==> src/ulf_cfg.svh <==
// register offsets, field positions and reset values of the line format block
`ifndef ULF_CFG_SVH
`define ULF_CFG_SVH

`define ULF_ADDR_W        4
`define ULF_OFF_DATA      4'h0
`define ULF_OFF_DIV_HIGH  4'h1
`define ULF_OFF_QUEUE     4'h2
`define ULF_OFF_LINE      4'h3
`define ULF_OFF_MODEM     4'h4
`define ULF_OFF_FEATURE   4'h8
`define ULF_OFF_ENHANCED  4'h9
`define ULF_OFF_TRIGGER   4'ha
`define ULF_OFF_RX_LEVEL  4'hb
`define ULF_OFF_TX_LEVEL  4'hc

`define ULF_QC_ENABLE     0
`define ULF_QC_TX_SEL_LO  4
`define ULF_QC_RX_SEL_LO  6
`define ULF_LF_WLEN_LO    0
`define ULF_LF_STOP       2
`define ULF_LF_PAR_EN     3
`define ULF_LF_PAR_EVEN   4
`define ULF_LF_PAR_FORCE  5
`define ULF_LF_BREAK      6
`define ULF_LF_DIV_ACCESS 7
`define ULF_MO_DTR        0
`define ULF_MO_RTS        1
`define ULF_FC_TABLE_LO   4
`define ULF_FC_TRG_DIR    7
`define ULF_EF_ENHANCED   4
`define ULF_EF_AUTO_RTS   6

`define ULF_RST_REG8      8'h00
`define ULF_RST_TRG       8'h01
`define ULF_RST_DIV       8'h00

`endif

==> src/ulf_pkg.sv <==
// types of the line format and trigger block
package ulf_pkg;

  typedef enum logic [1:0] {
    ULF_TABLE_A = 2'b00,
    ULF_TABLE_B = 2'b01,
    ULF_TABLE_C = 2'b10,
    ULF_TABLE_D = 2'b11
  } ulf_table_t;

  typedef struct packed {
    logic       queue_en;
    logic [1:0] rx_sel;
    logic [1:0] tx_sel;
    logic [7:0] line;
    logic [7:0] modem;
    logic [7:0] feature;
    logic [7:0] enhanced;
    logic [7:0] rx_trg;
    logic [7:0] tx_trg;
    logic [7:0] div_low;
    logic [7:0] div_high;
    logic [7:0] rdata;
    logic       data_wr;
    logic       data_rd;
    logic [7:0] data_wdata;
    logic       txd;
    logic       dtr_n;
    logic       rts_n;
    logic       tx_filled;
    logic       tx_irq;
    logic       rx_irq;
  } ulf_state_t;

  typedef struct packed {
    logic [3:0] data_bits;
    logic [2:0] stop_half_bits;
    logic       parity_en;
    logic       parity_even;
    logic       parity_forced;
    logic       parity_force_val;
  } ulf_format_t;

endpackage

==> src/ulf_line_format.sv <==
// uart line format, trigger level and modem output control
// Summary of operation
// - transmit request when count falls below level, or empty if never refilled above
// - one trigger table serves receive and transmit together
// - receive request when receive count reaches level; default select gives one
// - feature control bits 5:4 choose table A, B, C or D
// - table A: receive 1,4,8,14; transmit fixed at 1
// - table B: receive 8,16,24,28; transmit 16,8,24,30
// - table C: transmit 8,16,32,56; receive 8,16,56,60
// - table D: levels from trigger register, direction bit picks receive or transmit
// - word length field sets data bits, code 00 gives five
// - stop bit: one; when set 1.5 for five bits, else two
// - parity enable adds parity on transmit and checks on receive
// - parity type zero odd, one even, shared by both directions
// - forced parity: mark when type zero, space when type one
// - break bit holds serial output low until cleared
// - divisor access bit maps data locations onto divisor latches
// - terminal ready bit drives its active low pin, default high
// - request to send bit drives its active low pin, default high
// - automatic request to send lets flow control drive that pin
`timescale 1ns/1ns
`default_nettype none
`include "ulf_cfg.svh"

module ulf_line_format
  import ulf_pkg::*;
(
  input  wire logic                   sys_clk,
  input  wire logic                   rst_n,
  input  wire logic [`ULF_ADDR_W-1:0] reg_addr,
  input  wire logic [7:0]             reg_wdata,
  input  wire logic                   reg_wr,
  input  wire logic                   reg_rd,
  output logic      [7:0]             reg_rdata,
  input  wire logic [6:0]             tx_count,
  input  wire logic [6:0]             rx_count,
  input  wire logic [7:0]             rx_data,
  input  wire logic                   tx_serial,
  output logic                        txd,
  output logic                        dtr_n,
  output logic                        rts_n,
  output logic                        tx_irq,
  output logic                        rx_irq,
  output logic                        data_wr,
  output logic                        data_rd,
  output logic      [7:0]             data_wdata,
  output logic      [15:0]            divisor,
  output ulf_format_t                 line_format,
  output logic                        queue_en,
  output logic      [7:0]             rx_level,
  output logic      [7:0]             tx_level
);

  ulf_state_t st_reg;
  ulf_state_t st_next;
  ulf_table_t table_sel;
  logic       div_access;
  logic [7:0] rx_lvl;
  logic [7:0] tx_lvl;

  // receive threshold of the selected table and code
  function automatic logic [7:0] rx_lookup(input ulf_table_t t, input logic [1:0] s,
                                          input logic [7:0] programmable_trigger_register);
    logic [7:0] v;
    v = 8'h01;
    unique case (t)
      ULF_TABLE_A: begin
        unique case (s)
          2'b00: begin
            v = 8'h01;
          end
          2'b01: begin
            v = 8'h04;
          end
          2'b10: begin
            v = 8'h08;
          end
          2'b11: begin
            v = 8'h0e;
          end
        endcase
      end
      ULF_TABLE_B: begin
        unique case (s)
          2'b00: begin
            v = 8'h08;
          end
          2'b01: begin
            v = 8'h10;
          end
          2'b10: begin
            v = 8'h18;
          end
          2'b11: begin
            v = 8'h1c;
          end
        endcase
      end
      ULF_TABLE_C: begin
        unique case (s)
          2'b00: begin
            v = 8'h08;
          end
          2'b01: begin
            v = 8'h10;
          end
          2'b10: begin
            v = 8'h38;
          end
          2'b11: begin
            v = 8'h3c;
          end
        endcase
      end
      ULF_TABLE_D: begin
        v = programmable_trigger_register;
      end
    endcase
    return v;
  endfunction

  // transmit threshold of the selected table and code
  function automatic logic [7:0] tx_lookup(input ulf_table_t t, input logic [1:0] s,
                                          input logic [7:0] programmable_trigger_register);
    logic [7:0] v;
    v = 8'h01;
    unique case (t)
      ULF_TABLE_A: begin
        v = 8'h01;
      end
      ULF_TABLE_B: begin
        unique case (s)
          2'b00: begin
            v = 8'h10;
          end
          2'b01: begin
            v = 8'h08;
          end
          2'b10: begin
            v = 8'h18;
          end
          2'b11: begin
            v = 8'h1e;
          end
        endcase
      end
      ULF_TABLE_C: begin
        unique case (s)
          2'b00: begin
            v = 8'h08;
          end
          2'b01: begin
            v = 8'h10;
          end
          2'b10: begin
            v = 8'h20;
          end
          2'b11: begin
            v = 8'h38;
          end
        endcase
      end
      ULF_TABLE_D: begin
        v = programmable_trigger_register;
      end
    endcase
    return v;
  endfunction

  // one table select feeds both directions
  assign table_sel  = ulf_table_t'(st_reg.feature[`ULF_FC_TABLE_LO +: 2]);
  assign div_access = st_reg.line[`ULF_LF_DIV_ACCESS];
  assign rx_lvl     = rx_lookup(table_sel, st_reg.rx_sel, st_reg.rx_trg);
  assign tx_lvl     = tx_lookup(table_sel, st_reg.tx_sel, st_reg.tx_trg);

  always_comb begin
    st_next         = st_reg;
    st_next.data_wr = 1'b0;
    st_next.data_rd = 1'b0;
    st_next.rdata   = 8'h00;

    // register write decode
    if (reg_wr) begin
      unique case (reg_addr)
        `ULF_OFF_DATA: begin
          if (div_access) begin
            st_next.div_low = reg_wdata;
          end else begin
            st_next.data_wr    = 1'b1;
            st_next.data_wdata = reg_wdata;
          end
        end
        `ULF_OFF_DIV_HIGH: begin
          if (div_access) begin
            st_next.div_high = reg_wdata;
          end
        end
        `ULF_OFF_QUEUE: begin
          st_next.queue_en = reg_wdata[`ULF_QC_ENABLE];
          if (reg_wdata[`ULF_QC_ENABLE]) begin
            st_next.rx_sel = reg_wdata[`ULF_QC_RX_SEL_LO +: 2];
            if (st_reg.enhanced[`ULF_EF_ENHANCED]) begin
              st_next.tx_sel = reg_wdata[`ULF_QC_TX_SEL_LO +: 2];
            end
          end
        end
        `ULF_OFF_LINE: begin
          st_next.line = reg_wdata;
        end
        `ULF_OFF_MODEM: begin
          st_next.modem = reg_wdata;
        end
        `ULF_OFF_FEATURE: begin
          st_next.feature = reg_wdata;
        end
        `ULF_OFF_ENHANCED: begin
          st_next.enhanced = reg_wdata;
        end
        `ULF_OFF_TRIGGER: begin
          if (st_reg.feature[`ULF_FC_TRG_DIR]) begin
            st_next.tx_trg = reg_wdata;
          end else begin
            st_next.rx_trg = reg_wdata;
          end
        end
        default: ;
      endcase
    end

    // register read decode, answered one cycle later
    if (reg_rd) begin
      unique case (reg_addr)
        `ULF_OFF_DATA: begin
          if (div_access) begin
            st_next.rdata = st_reg.div_low;
          end else begin
            st_next.rdata   = rx_data;
            st_next.data_rd = 1'b1;
          end
        end
        `ULF_OFF_DIV_HIGH: begin
          if (div_access) begin
            st_next.rdata = st_reg.div_high;
          end else begin
            st_next.rdata = 8'h00;
          end
        end
        `ULF_OFF_LINE: begin
          st_next.rdata = st_reg.line;
        end
        `ULF_OFF_MODEM: begin
          st_next.rdata = st_reg.modem;
        end
        `ULF_OFF_FEATURE: begin
          st_next.rdata = st_reg.feature;
        end
        `ULF_OFF_ENHANCED: begin
          st_next.rdata = st_reg.enhanced;
        end
        `ULF_OFF_RX_LEVEL: begin
          st_next.rdata = rx_lvl;
        end
        `ULF_OFF_TX_LEVEL: begin
          st_next.rdata = tx_lvl;
        end
        default: begin
          st_next.rdata = 8'h00;
        end
      endcase
    end

    // transmit request tracking
    if ({1'b0, tx_count} > tx_lvl) begin
      st_next.tx_filled = 1'b1;
    end else if (tx_count == 7'h00) begin
      st_next.tx_filled = 1'b0;
    end
    // empty always requests; below level only after a refill above it
    if (tx_count == 7'h00) begin
      st_next.tx_irq = 1'b1;
    end else if (st_reg.tx_filled && ({1'b0, tx_count} < tx_lvl)) begin
      st_next.tx_irq = 1'b1;
    end else begin
      st_next.tx_irq = 1'b0;
    end
    if ({1'b0, rx_count} >= rx_lvl) begin
      st_next.rx_irq = 1'b1;
    end else begin
      st_next.rx_irq = 1'b0;
    end

    // pin outputs, one cycle behind their control bits
    if (st_reg.line[`ULF_LF_BREAK]) begin
      st_next.txd = 1'b0;
    end else begin
      st_next.txd = tx_serial;
    end
    st_next.dtr_n = ~st_reg.modem[`ULF_MO_DTR];
    if (st_reg.enhanced[`ULF_EF_AUTO_RTS]) begin
      st_next.rts_n = ({1'b0, rx_count} >= rx_lvl);
    end else begin
      st_next.rts_n = ~st_reg.modem[`ULF_MO_RTS];
    end
  end

  always_ff @(posedge sys_clk or negedge rst_n) begin
    if (!rst_n) begin
      st_reg            <= '0;
      st_reg.line       <= `ULF_RST_REG8;
      st_reg.modem      <= `ULF_RST_REG8;
      st_reg.feature    <= `ULF_RST_REG8;
      st_reg.enhanced   <= `ULF_RST_REG8;
      st_reg.rx_trg     <= `ULF_RST_TRG;
      st_reg.tx_trg     <= `ULF_RST_TRG;
      st_reg.div_low    <= `ULF_RST_DIV;
      st_reg.div_high   <= `ULF_RST_DIV;
      st_reg.txd        <= 1'b1;
      st_reg.dtr_n      <= 1'b1;
      st_reg.rts_n      <= 1'b1;
    end else begin
      st_reg <= st_next;
    end
  end

  // character format decode
  always_comb begin
    unique case (st_reg.line[`ULF_LF_WLEN_LO +: 2])
      2'b00: begin
        line_format.data_bits = 4'h5;
      end
      2'b01: begin
        line_format.data_bits = 4'h6;
      end
      2'b10: begin
        line_format.data_bits = 4'h7;
      end
      2'b11: begin
        line_format.data_bits = 4'h8;
      end
    endcase
    if (!st_reg.line[`ULF_LF_STOP]) begin
      line_format.stop_half_bits = 3'h2;
    end else if (st_reg.line[`ULF_LF_WLEN_LO +: 2] == 2'b00) begin
      line_format.stop_half_bits = 3'h3;
    end else begin
      line_format.stop_half_bits = 3'h4;
    end
    line_format.parity_en        = st_reg.line[`ULF_LF_PAR_EN];
    line_format.parity_even      = st_reg.line[`ULF_LF_PAR_EVEN];
    line_format.parity_forced    = st_reg.line[`ULF_LF_PAR_FORCE];
    line_format.parity_force_val = ~st_reg.line[`ULF_LF_PAR_EVEN];
  end

  // all outputs except the levels and the line_format decode come straight from flip-flops
  assign reg_rdata  = st_reg.rdata;
  assign txd        = st_reg.txd;
  assign dtr_n      = st_reg.dtr_n;
  assign rts_n      = st_reg.rts_n;
  assign tx_irq     = st_reg.tx_irq;
  assign rx_irq     = st_reg.rx_irq;
  assign data_wr    = st_reg.data_wr;
  assign data_rd    = st_reg.data_rd;
  assign data_wdata = st_reg.data_wdata;
  assign divisor    = {st_reg.div_high, st_reg.div_low};
  assign queue_en   = st_reg.queue_en;
  assign rx_level   = rx_lvl;
  assign tx_level   = tx_lvl;

endmodule
`default_nettype wire

==> config.mk <==
export PLATFORM = sky130hd
export DESIGN_NAME = ulf_line_format
export DESIGN_NICKNAME = d
export VERILOG_FILES = /design/src/ulf_pkg.sv /design/src/ulf_line_format.sv
export VERILOG_INCLUDE_DIRS = /design/src
export SDC_FILE = /design/constraint.sdc
export NUM_CORES = 1
export LEC_CHECK = 0
export BUFFER_PORTS_ARGS = -buffer_cell sky130_fd_sc_hd__buf_4
export CAP_MARGIN = 10
export CORE_MARGIN = 10
export CORE_UTILIZATION = 50
export DETAILED_ROUTE_END_ITERATION = 10
export GPL_TIMING_DRIVEN = 0
export PLACE_DENSITY_LB_ADDON = 0.3
export SYNTH_ARGS = -nofsm -noshare
export SYNTH_HDL_FRONTEND = slang
export SYNTH_SLANG_ARGS = --single-unit
==> constraint.sdc <==
create_clock -name sys_clk -period 3.9 [get_ports sys_clk]
set_input_delay 0.39 -clock sys_clk [delete_from_list [all_inputs] [get_ports sys_clk]]
set_output_delay 0.39 -clock sys_clk [all_outputs]
set_load 0.05 [all_outputs]
==> impl_metrics.py <==
metrics = {
    "place": {
        "dp_hpwl_um": 10300,
        "dp_slack_ns": 1.49,
        "placed_cells": 670,
        "gp_congestion": 0.932,
        "portBuffers": 99,
        "place_area_mm2": 0.00592,
    },
    "synth": {
        "synth-seq-area-share_pct": 46.6,
        "syn_nets": 499,
        "yosys_register_bits": 93,
        "netlist_area_mm2": 0.00501,
        "yosysWarningCount": 0,
        "synth_edf_count": 0,
        "synth_cell_types": 45,
        "synth_flop_cell": "dfrtp_1",
        "ys_async_sr_fraction_pct": 100,
        "avgSynthCellArea_um2": 11.4,
        "synth_cells": 438,
    },
    "cts": {
        "clk_pin_slew_ns": 0.09,
        "clockBufferDepth": 2,
        "cts-buffers-inserted": 9,
        "cts-root-buf": "clkbuf_8",
        "cts_tree": "done",
        "cts.sinks": 93,
        "cts-resized-gates": 0,
        "clock_latency_ns": 0.37,
        "cts_setup_buffers": 0,
        "h-tree-depth": 3,
    },
    "grt": {
        "overflow": 0,
        "grt_pass1_vias": 3946,
        "antenna_found_initial": 0,
        "grtUsageTotal_pct": 19.2,
        "grt_pass1_wl_um": 21700,
        "grt_max_degree": 94,
    },
    "timing": {
        "max_freq_mhz": 411,
        "worst_pin_slew_ns": 0.680,
        "slew_violations": 0,
        "finalHoldViolCount": 0,
        "fin_tns_setup_ns": 0,
        "min_period_ns": 2.43,
        "hold_ws_ns": 0.239,
        "final.setup.worst_slack_ns": 1.47,
        "fin_skew_ns": 0.0103,
        "relSlewSlack_pct": 54.7,
        "finalCritPeriodShare_pct": 62.4,
        "setup_violations": 0,
        "rsz0062_at_grt": "no",
    },
    "route": {
        "drt-total-wl_um": 13900,
        "viasPerCell": 5.55,
        "post-route-drc-count": 0,
        "top_layer_used": "met4",
        "ant_nets": 0,
        "vias": 3816,
        "wl_met3_um": 1100,
        "wl_met2_um": 6440,
        "drt_iter0_drc": 240,
        "met1_length_um": 6060,
        "wl_per_cell_um": 20.2,
        "drt_first_pass_iters": 4,
    },
    "outcome": {
        "status": "finished, final reports clean",
    },
    "power_and_ir_drop": {
        "power.total_mw": 3.55,
        "ir_drop_v": 0.000276,
        "power.leakage_nw": 3.05,
        "p_per_area_mw_per_mm2": 570,
    },
    "finish": {
        "final_cell_area_mm2": 0.00623,
        "antenna_cells": 0,
        "drive_gt1_share_pct": 45.9,
        "syn_to_final_growth_pct": 24.3,
        "final_cells": 688,
        "fin_nets": 611,
        "seq_area_mm2": 0.00233,
        "largest_register_ffs": 49,
        "multi_input_comb_area_mm2": 0.00222,
        "final_core_util_pct": 63.7,
        "fillCellCount": 782,
    },
    "die": {
        "rows": 36,
        "core_area_mm2": 0.00977,
        "die_h_um": 120,
        "ioPinCount": 106,
        "dieArea_mm2": 0.0144,
        "die_w_um": 120,
        "initial_utilization_pct": 51.3,
    },
    "worst_setup_path": {
        "cp.arrival_ns": 2.69,
        "cp-end-kind": "flop",
        "worstPathRequired_ns": 4.16,
        "startpoint_type": "flop",
        "crit_type": "reg2reg",
        "crit_fanout": 10,
    },
    "run": {
        "cap_violations": 0,
    },
    "worst_hold_path": {
        "min_path_type": "in2reg",
    },
}
-- final timing paths --
path	from	endpoint	slack (ns)	cells after the start
max in group asynchronous	rst_n	txd	2.78	3
min in group asynchronous	rst_n	queue_en	0.46	2
max reg2reg	st_reg[68]	st_reg[2]	1.47	10
min reg2reg	st_reg[86]	txd	0.44	1
max	st_reg[68]	st_reg[2]	1.47	10
min	tx_serial	txd	0.24	2
-- power breakdown --
| part | total, mW | switching [mW] | internal, mW |
|---|---|---|---|
| sequential | 1.31 | 0.140 | 1.17 |
| clock | 0.849 | 0.355 | 0.494 |
| combinational | 1.39 | 0.862 | 0.533 |
| total | 3.55 | 1.36 | 2.19 |
-- metal layers --
metal / track usage, % / vias to the layer above
li1: - / 1760
met1: 25.3 / 1882
met2: 29.3 / 155
met3: 5.16 / 19
met4: 7.84 / 0
met5: 0 / -
-- synthesized netlist by cell type, types with 3 or more instances --
library cell,number,area [um^2]
nand3_1,5,25.0
nor3_4,3,48.8
nand4_1,4,25.0
nor2b_1,12,75.1
o22a_1,3,26.3
a221oi_1,3,26.3
a32oi_1,6,52.6
dfrtp_1,88,2200
a31oi_1,7,43.8
inv_1,27,101
a21o_1,5,37.5
nand2_2,3,18.8
nand2b_1,4,25.0
mux2_2,76,856
a22o_1,11,96.3
buf_1,4,15.0
and2_1,5,31.3
and3_1,4,25.0
o21ai_0,7,35.0
dfstp_2,5,131
nand2_1,19,71.3
ha_1,22,275
a21oi_1,16,80.1
nor3_1,4,20.0
clkbuf_1,5,18.8
buf_2,11,55.1
buf_4,35,263
nor2_1,9,33.8
a22oi_1,10,75.1
-- cell usage in the layout, fill, tap and decap left out, types with 9 or more instances in the layout --
cell / synthesis / final
clkbuf_8: 0 / 9
nor2b_1: 12 / 12
a22oi_1: 10 / 10
buf_2: 11 / 11
a22o_1: 11 / 11
a21oi_1: 16 / 16
dfrtp_1: 88 / 88
inv_1: 27 / 27
buf_4: 35 / 134
ha_1: 22 / 22
nor2_1: 9 / 9
mux2_2: 76 / 76
nand2_1: 19 / 19
-- critical path: stages (launching register included) --
cell and delay (ns):
dfrtp_1 0.33, buf_2 0.18, buf_2 0.26, nor3_1 0.10, nor3_1 0.45, inv_1 0.09, ha_1 0.31, a21o_1 0.19
a21oi_1 0.14, a21oi_1 0.10, a22o_1 0.18
-- kinds of logic (layout without fill, tap and decap cells) --
| logic type | count (synthesis) | after routing | share of synthesized area, % |
|---|---|---|---|
| DFF | 93 | 93 | 46.6 |
| and+or+nand+nor | 82 | 82 | 9.51 |
| buffers and inverters | 82 | 199 | 9.04 |
| AOI/OAI and AO/OA | 80 | 80 | 11.7 |
| muxes | 78 | 78 | 17.5 |
| adders and majority gates | 22 | 22 | 5.49 |
| xor gates and xnor gates | 1 | 1 | 0.175 |
-- final cells by class --
| cell class | instances | area share [%] |
|---|---|---|
| plain buffers | 55 | 5.65 |
| flip-flops and latches | 93 | 37.5 |
| multi-input cells | 263 | 35.7 |
| clock inverters | 7 | 2.33 |
| repair buffers | 101 | 12.5 |
| inverters | 27 | 1.63 |
| well taps | 133 | 2.67 |
| clock buffers | 9 | 1.99 |
-- what timing repair did --
item	4_1_cts	5_1_grt
endpoints found under the hold margin	0	20
hold buffers	0	1
endpoints found under the setup margin	0	0
(Power assumes the default switching activity.)
